--- config.mk ---
export PLATFORM = sky130hd
export DESIGN_NAME = mbd_decode
export DESIGN_NICKNAME = d
export VERILOG_FILES = /design/src/hdl/mbd_pkg.sv /design/src/hdl/mbd_decode.sv
export VERILOG_INCLUDE_DIRS = /design/src /design/src/hdl
export SDC_FILE = /design/constraint.sdc
export NUM_CORES = 1
export LEC_CHECK = 0
export BUFFER_PORTS_ARGS = -buffer_cell sky130_fd_sc_hd__buf_4
export CORE_UTILIZATION = 40
export DETAILED_ROUTE_END_ITERATION = 16
export PLACE_DENSITY = 0.79
export SYNTH_ARGS = -nofsm -noshare
export SYNTH_HDL_FRONTEND = slang
export SYNTH_SLANG_ARGS = --single-unit
--- constraint.sdc ---
create_clock -name clk_i -period 0.8 [get_ports clk_i]
set_input_delay 0.04 -clock clk_i [delete_from_list [all_inputs] [get_ports clk_i]]
set_output_delay 0.04 -clock clk_i [all_outputs]
set_load 0.02 [all_outputs]
--- src/hdl/mbd_defs.svh ---
// Constants for the data order barrier decoder
`ifndef MBD_DEFS_SVH
`define MBD_DEFS_SVH
`define MBD_OPT_FULL_ALL 4'hf
`define MBD_OPT_FULL_WR 4'he
`define MBD_OPT_FULL_RD 4'hd
`define MBD_OPT_INNER_ALL 4'hb
`define MBD_OPT_INNER_WR 4'ha
`define MBD_OPT_INNER_RD 4'h9
`define MBD_OPT_LOCAL_ALL 4'h7
`define MBD_OPT_LOCAL_WR 4'h6
`define MBD_OPT_LOCAL_RD 4'h5
`define MBD_OPT_OUTER_ALL 4'h3
`define MBD_OPT_OUTER_WR 4'h2
`define MBD_OPT_OUTER_RD 4'h1
`define MBD_UPG_FULL 2'h3
`define MBD_UPG_OUTER 2'h2
`define MBD_COND_ALWAYS 4'hf
`define MBD_WIDE_BODY_MASK 28'hff0_fff0
`define MBD_WIDE_BODY_MATCH 28'h570_f050
`define MBD_LVL_APP 2'h0
`define MBD_LVL_KERNEL 2'h1
`define MBD_LVL_HYP 2'h2
`define MBD_WIDE_MASK 32'hfff0_fff0
`define MBD_WIDE_MATCH 32'hf570_f050
`define MBD_COMPACT_MASK 32'hfff0_fff0
`define MBD_COMPACT_MATCH 32'hf3b0_8f50
`define MBD_SUPPORT_ALL 16'hffff
`endif

--- src/hdl/mbd_pkg.sv ---
// Types for the data order barrier decoder
package mbd_pkg;
  typedef enum logic [1:0] {
    MBD_DOM_LOCAL,
    MBD_DOM_INNER,
    MBD_DOM_OUTER,
    MBD_DOM_FULL
  } mbd_domain_t;
  typedef enum logic [1:0] {
    MBD_TYP_ALL,
    MBD_TYP_WRITES,
    MBD_TYP_READS
  } mbd_types_t;
  typedef struct packed {
    mbd_domain_t domain;
    mbd_types_t types;
    logic order_wr_before;
    logic order_rd_before;
    logic hyp_scope;
    logic [7:0] vm_tag;
  } mbd_req_t;
endpackage : mbd_pkg

--- src/hdl/mbd_decode.sv ---
// Data order barrier decoder and ordering request issue
// Function
// - On a barrier the core orders observation of earlier against later accesses per the request.
// - Application and kernel level accesses are ordered only against the same virtual machine tag.
// - Hypervisor level accesses are ordered only against other hypervisor level accesses.
// - Options f, e and d give the full domain with all, writes-only and reads-before types.
// - Options b, a and 9 give the inner domain with all, writes-only and reads-before types.
// - Options 7, 6 and 5 give the local domain with all, writes-only and reads-before types.
// - Options 3, 2 and 1 give the outer domain with all, writes-only and reads-before types.
// - A writes-only barrier orders only writes before against writes after.
// - A reads-before barrier orders earlier reads against all later accesses, not earlier writes.
// - Reserved or unsupported options act as the full domain all-access barrier.
// - Only the full all-access option is mandatory; the others may be left unsupported.
// - With hypervisor present, non-secure, at application or kernel level, upgrade 11 forces full.
// - Under the same conditions, upgrade 10 raises any non-full domain to outer.
// - The fixed-width encoding only decodes with the always condition.
`timescale 1ns/1ps
`include "mbd_defs.svh"
module mbd_decode #(
  parameter int VM_TAG_W = 8,
  parameter logic [15:0] SUPPORTED_OPTS = `MBD_SUPPORT_ALL
) (
  input wire logic clk_i,
  input wire logic rst_n_i,
  input wire logic instr_valid_i,
  input wire logic [31:0] instr_i,
  input wire logic compact_mode_i,
  input wire logic hyp_present_i,
  input wire logic secure_i,
  input wire logic [1:0] priv_level_i,
  input wire logic [1:0] hyp_barrier_upgrade_i,
  input wire logic [VM_TAG_W-1:0] virtual_machine_tag_i,
  input wire logic order_done_i,
  output logic barrier_req_o,
  output mbd_pkg::mbd_req_t barrier_info_o,
  output logic access_stall_o,
  output logic busy_o
);
  // The request carries an eight-bit tag field; other widths are refused with an elaboration error
  if (VM_TAG_W != 8) begin : g_tag_w_check
    $error("VM_TAG_W must match the request field width of 8");
  end

  logic rst_s1_reg;
  logic rst_s2_reg;
  always_ff @(posedge clk_i or negedge rst_n_i) begin
    if (!rst_n_i) begin
      rst_s1_reg <= 1'b0;
      rst_s2_reg <= 1'b0;
    end else begin
      rst_s1_reg <= 1'b1;
      rst_s2_reg <= rst_s1_reg;
    end
  end
  wire rst_n = rst_s2_reg;

  // Opcode recognition
  wire wide_hit = ((instr_i & `MBD_WIDE_MASK) == `MBD_WIDE_MATCH);
  wire compact_hit = ((instr_i & `MBD_COMPACT_MASK) == `MBD_COMPACT_MATCH);
  // Barrier bits below the condition nibble, used to watch refused conditions
  wire wide_body = ((instr_i[27:0] & `MBD_WIDE_BODY_MASK) == `MBD_WIDE_BODY_MATCH);
  wire [3:0] cond_field = instr_i[31:28];
  // The fixed-width form lives in the unconditional space: no other condition decodes
  wire wide_ok = wide_hit && (cond_field == `MBD_COND_ALWAYS);
  wire is_barrier = instr_valid_i && (compact_mode_i ? compact_hit : wide_ok);
  wire [3:0] opt = instr_i[3:0];

  // Unsupported options fold into the full all-access barrier
  wire opt_supported = SUPPORTED_OPTS[opt] || (opt == `MBD_OPT_FULL_ALL);
  mbd_pkg::mbd_domain_t raw_dom;
  mbd_pkg::mbd_types_t raw_typ;
  always_comb begin
    raw_dom = mbd_pkg::MBD_DOM_FULL;
    raw_typ = mbd_pkg::MBD_TYP_ALL;
    if (opt_supported) begin
      unique case (opt)
        `MBD_OPT_FULL_WR: raw_typ = mbd_pkg::MBD_TYP_WRITES;
        `MBD_OPT_FULL_RD: raw_typ = mbd_pkg::MBD_TYP_READS;
        `MBD_OPT_INNER_ALL, `MBD_OPT_INNER_WR, `MBD_OPT_INNER_RD:
          raw_dom = mbd_pkg::MBD_DOM_INNER;
        `MBD_OPT_LOCAL_ALL, `MBD_OPT_LOCAL_WR, `MBD_OPT_LOCAL_RD:
          raw_dom = mbd_pkg::MBD_DOM_LOCAL;
        `MBD_OPT_OUTER_ALL, `MBD_OPT_OUTER_WR, `MBD_OPT_OUTER_RD:
          raw_dom = mbd_pkg::MBD_DOM_OUTER;
        default: raw_dom = mbd_pkg::MBD_DOM_FULL;
      endcase
      if (raw_dom != mbd_pkg::MBD_DOM_FULL) begin
        if (opt[1:0] == 2'h2) raw_typ = mbd_pkg::MBD_TYP_WRITES;
        if (opt[1:0] == 2'h1) raw_typ = mbd_pkg::MBD_TYP_READS;
      end
    end
  end

  // Hypervisor upgrade of the domain
  wire guest_level = (priv_level_i == `MBD_LVL_APP) || (priv_level_i == `MBD_LVL_KERNEL);
  wire upg_on = hyp_present_i && !secure_i && guest_level;
  wire upg_full = upg_on && (hyp_barrier_upgrade_i == `MBD_UPG_FULL);
  wire upg_outer = upg_on && (hyp_barrier_upgrade_i == `MBD_UPG_OUTER);
  mbd_pkg::mbd_domain_t fin_dom;
  always_comb begin
    fin_dom = raw_dom;
    if (upg_outer && raw_dom != mbd_pkg::MBD_DOM_FULL) fin_dom = mbd_pkg::MBD_DOM_OUTER;
    if (upg_full) fin_dom = mbd_pkg::MBD_DOM_FULL;
  end

  mbd_pkg::mbd_req_t req_next;
  always_comb begin
    req_next.domain = fin_dom;
    req_next.types = raw_typ;
    req_next.order_wr_before = (raw_typ != mbd_pkg::MBD_TYP_READS);
    req_next.order_rd_before = (raw_typ != mbd_pkg::MBD_TYP_WRITES);
    req_next.hyp_scope = (priv_level_i == `MBD_LVL_HYP);
    req_next.vm_tag = guest_level ? virtual_machine_tag_i : 8'h00;
  end

  // A new barrier is not taken while one is outstanding; the request is held until done
  logic busy_reg;
  logic req_reg;
  mbd_pkg::mbd_req_t info_reg;
  wire accept = is_barrier && !busy_reg;
  always_ff @(posedge clk_i or negedge rst_n) begin
    if (!rst_n) begin
      busy_reg <= 1'b0;
      req_reg <= 1'b0;
      info_reg <= '0;
    end else begin
      if (accept) begin
        busy_reg <= 1'b1;
        req_reg <= 1'b1;
        info_reg <= req_next;
      end else if (busy_reg && order_done_i) begin
        busy_reg <= 1'b0;
        req_reg <= 1'b0;
      end
    end
  end
  assign barrier_req_o = req_reg;
  assign barrier_info_o = info_reg;
  assign access_stall_o = busy_reg;
  assign busy_o = busy_reg;
endmodule : mbd_decode

==> flow_metrics.env <==
export IMPL_status="finished, violations left"
export IMPL_violations="setup timing"
export IMPL_cts_buffers=3
export IMPL_r2r_end="barrier_info_o[3]"
export IMPL_regArea_um2=452
export IMPL_h_tree_depth=1
export IMPL_synth_edf_count=0
export IMPL_final_setup_skew_ns=0.00313
export IMPL_ir_drop_mv=1.04
export IMPL_timing_rr_start="barrier_req_o"
export IMPL_min_delay_path_depth=3
export IMPL_synth_async_reset_ratio_pct=100
export IMPL_muxShareOfSynthArea_pct=20.1
export IMPL_crit_arrival_ns=2.04
export IMPL_first_global_vias=868
export IMPL_path_cells="or4b_4 > a2111oi_4 > buf_12 > mux2_2"
export IMPL_drt_iter0_drc=5
export IMPL_gp_congestion=0.683
export IMPL_synth_area_per_cell_um2=13.5
export IMPL_fmax_mhz=537
export IMPL_grt_setup_unrepaired="true"
export IMPL_clkTransAtPathRegs_ns=0.10
export IMPL_multi_input_area_um2=475
export IMPL_die_h_um=51.0
export IMPL_worstHoldStart="order_done_i"
export IMPL_yosysSeqAreaShare_pct=46.9
export IMPL_cts_buffer_depth=2
export IMPL_synth_top_area_share_pct=46.9
export IMPL_rr_worst_depth=4
export IMPL_dp_cells=168
export IMPL_hold_end="barrier_req_o"
export IMPL_start_util_pct=43.0
export IMPL_grt_pass1_wl_um=3620
export IMPL_setup_viol_count_final=34
export IMPL_slew_viol_final=0
export IMPL_crit_path_start_kind="flop"
export IMPL_synth_flop_cell="dfrtp_1"
export IMPL_drive_gt1_share_pct=70.7
export IMPL_antenna_cells=0
export IMPL_setup_tns_ns=-17.96
export IMPL_drc=0
export IMPL_cp_slowest_stage_delay_ns=0.53
export IMPL_synth_cell_types=26
export IMPL_grt_max_degree=17
export IMPL_synthXorXnorAreaFrac_pct=0.913
export IMPL_yosys_area_top_type="dfrtp_1"
export IMPL_worst_setup_path_end_kind="flop"
export IMPL_path_depth=4
export IMPL_hold_viol_final=0
export IMPL_cts_root_buf="clkbuf_4"
export IMPL_crit_family="simple AND/OR/NAND/NOR gates"
export IMPL_synth_simple_gate_area_share_pct=21.4
export IMPL_r2r_setup_slack_ns=-1.06
export IMPL_viasPerCell=4.97
export IMPL_top_level_ports=69
export IMPL_syn_inst=71
export IMPL_synth_warnings=0
export IMPL_cts_tree="yes"
export IMPL_cts_sinks=18
export IMPL_routedWlPerCell_um=13.7
export IMPL_synth_seq_cells=18
export IMPL_p_leak_nw=0.842
export IMPL_antenna_found_initial=0
export IMPL_final_min_clock_period_ns=1.86
export IMPL_fp_row_count=17
export IMPL_area_growth_pct=73.3
export IMPL_worstSetupPathType="flop to flop"
export IMPL_synth_top_family_by_area="simple AND/OR/NAND/NOR gates"
export IMPL_antenna_left=0
export IMPL_synth_compound_area_share_pct=6.00
export IMPL_synth_area_leaders="dfrtp_1, mux2_4, mux2_2"
export IMPL_firstDrtPassIters=3
export IMPL_num_fill_cells=158
export IMPL_largest_register_ffs=15
export IMPL_syn_nets=122
export IMPL_port_buffers=64
export IMPL_final_cell_count_no_fill=175
export IMPL_cp_required_ns=0.98
export IMPL_power_density_nw_per_um2=1060
export IMPL_placeableCoreArea_um2=2230
export IMPL_finalCritPeriodShare_pct=233
export IMPL_dieArea_um2=2600
export IMPL_fin_ws_ns=-1.06
export IMPL_synthAdderAreaFrac_pct=0
export IMPL_worstHoldPathType="primary input to flop"
export IMPL_crit_buf_inv=1
export IMPL_dp_hpwl_um=1900
export IMPL_gr_total_overflow=0
export IMPL_critPathMaxFanout=16
export IMPL_fp_dieW_um=51.0
export IMPL_syn_area_um2=960
export IMPL_dr_total_vias=869
export IMPL_worst_path_max_delay_cell="or4b_4"
export IMPL_finalWirelength_um=2400
export IMPL_drv_cap=0
export IMPL_grt_use_total_pct=18.9
export IMPL_hold_slack_ns=0.0418
export IMPL_insertion_delay_ns=0.28
export IMPL_layout_nets=199
cells in the final DEF (no fill, tap or decap), drive strengths merged, types with 2 or more instances in the layout:
| master | count |
|---|---|
| dfrtp | 18 |
| mux2i | 2 |
| inv | 4 |
| buf | 74 |
| and4bb | 3 |
| nand4 | 2 |
| and2b | 5 |
| nand4bb | 2 |
| clkbuf | 4 |
| nand3 | 2 |
| nor2b | 5 |
| mux2 | 13 |
final cells by class:
class	count	area share, %
clock buffers	4	2.18
inverters	4	0.903
multi-input cells	46	28.6
flip-flops and latches	18	27.2
well taps	28	2.11
repair buffers	75	39.1
synthesized netlist by cell type, types with 2 or more instances:
library cell   n
and4bb_2       3
inv_1          4
mux2_2         6
mux2_4         7
nand3_1        2
nand4_1        2
dfrtp_1       18
buf_4          2
and2b_2        4
nor2b_1        5
mux2i_1        2
nand4bb_1      2
through the flow:
step | area, um^2 | power (mW) | setup slack (ns) | util [%]
floorplan | 965 | 1.01 | -1.23 | -
detailed placement | 1530 | 1.23 | -1.06 | 68.3
global route | 1660 | 1.82 | -1.11 | 74.5
global placement | 1530 | 1.22 | -1.02 | 68.3
finish | 1660 | 1.76 | -1.06 | 74.5
CTS | 1640 | 1.77 | -1.07 | 73.3
per-layer routing:
layer | share of wire [%] | up-vias | GRT usage (%)
met5 | 0 | - | 0
met4 | 0 | 0 | 4.17
met3 | 9.6 | 0 | 3.87
met2 | 51 | 48 | 36.8
met1 | 39 | 411 | 20.5
li1 | - | 410 | -
where the power goes:
| part | internal, mW | switching, mW | leakage [nW] | total [mW] |
|---|---|---|---|---|
| Clock | 0.277 | 0.265 | 0.0210 | 0.541 |
| Sequential | 0.914 | 0.00477 | 0.235 | 0.919 |
| Combinational | 0.206 | 0.0888 | 0.586 | 0.295 |
repair_timing:
action,CTS,global route
buffers inserted,0,2
setup endpoints to repair,34,34
gates resized for setup,17,3
hold endpoints to repair,2,0
hold buffers,1,0
how the worst max path moves through the flow:
stage | from | end | slack, ns
3_5_place_dp | barrier_req_o | barrier_info_o[3] | -1.06
5_1_grt | barrier_req_o | barrier_info_o[0] | -1.11
2_1_floorplan | barrier_req_o | barrier_info_o[12] | -1.23
6_report | barrier_req_o | barrier_info_o[3] | -1.06
4_1_cts | barrier_req_o | barrier_info_o[6] | -1.07
3_3_place_gp | barrier_req_o | barrier_info_o[13] | -1.02
worst min-delay path, delay by kind of cell:
kind | cells | cell delay, ns
buffers and inverters | 2 | 0.15
AO/OA/AOI/OAI | 1 | 0.11
kinds of logic after synthesis:
group	count (synthesis)
DFF	18
xor gates and xnor gates	1
AOI/OAI and AO/OA	5
buffers and inverters	7
and+or+nand+nor	24
muxes	15
other	1
Note: power is estimated with default switching activity, not from simulation.
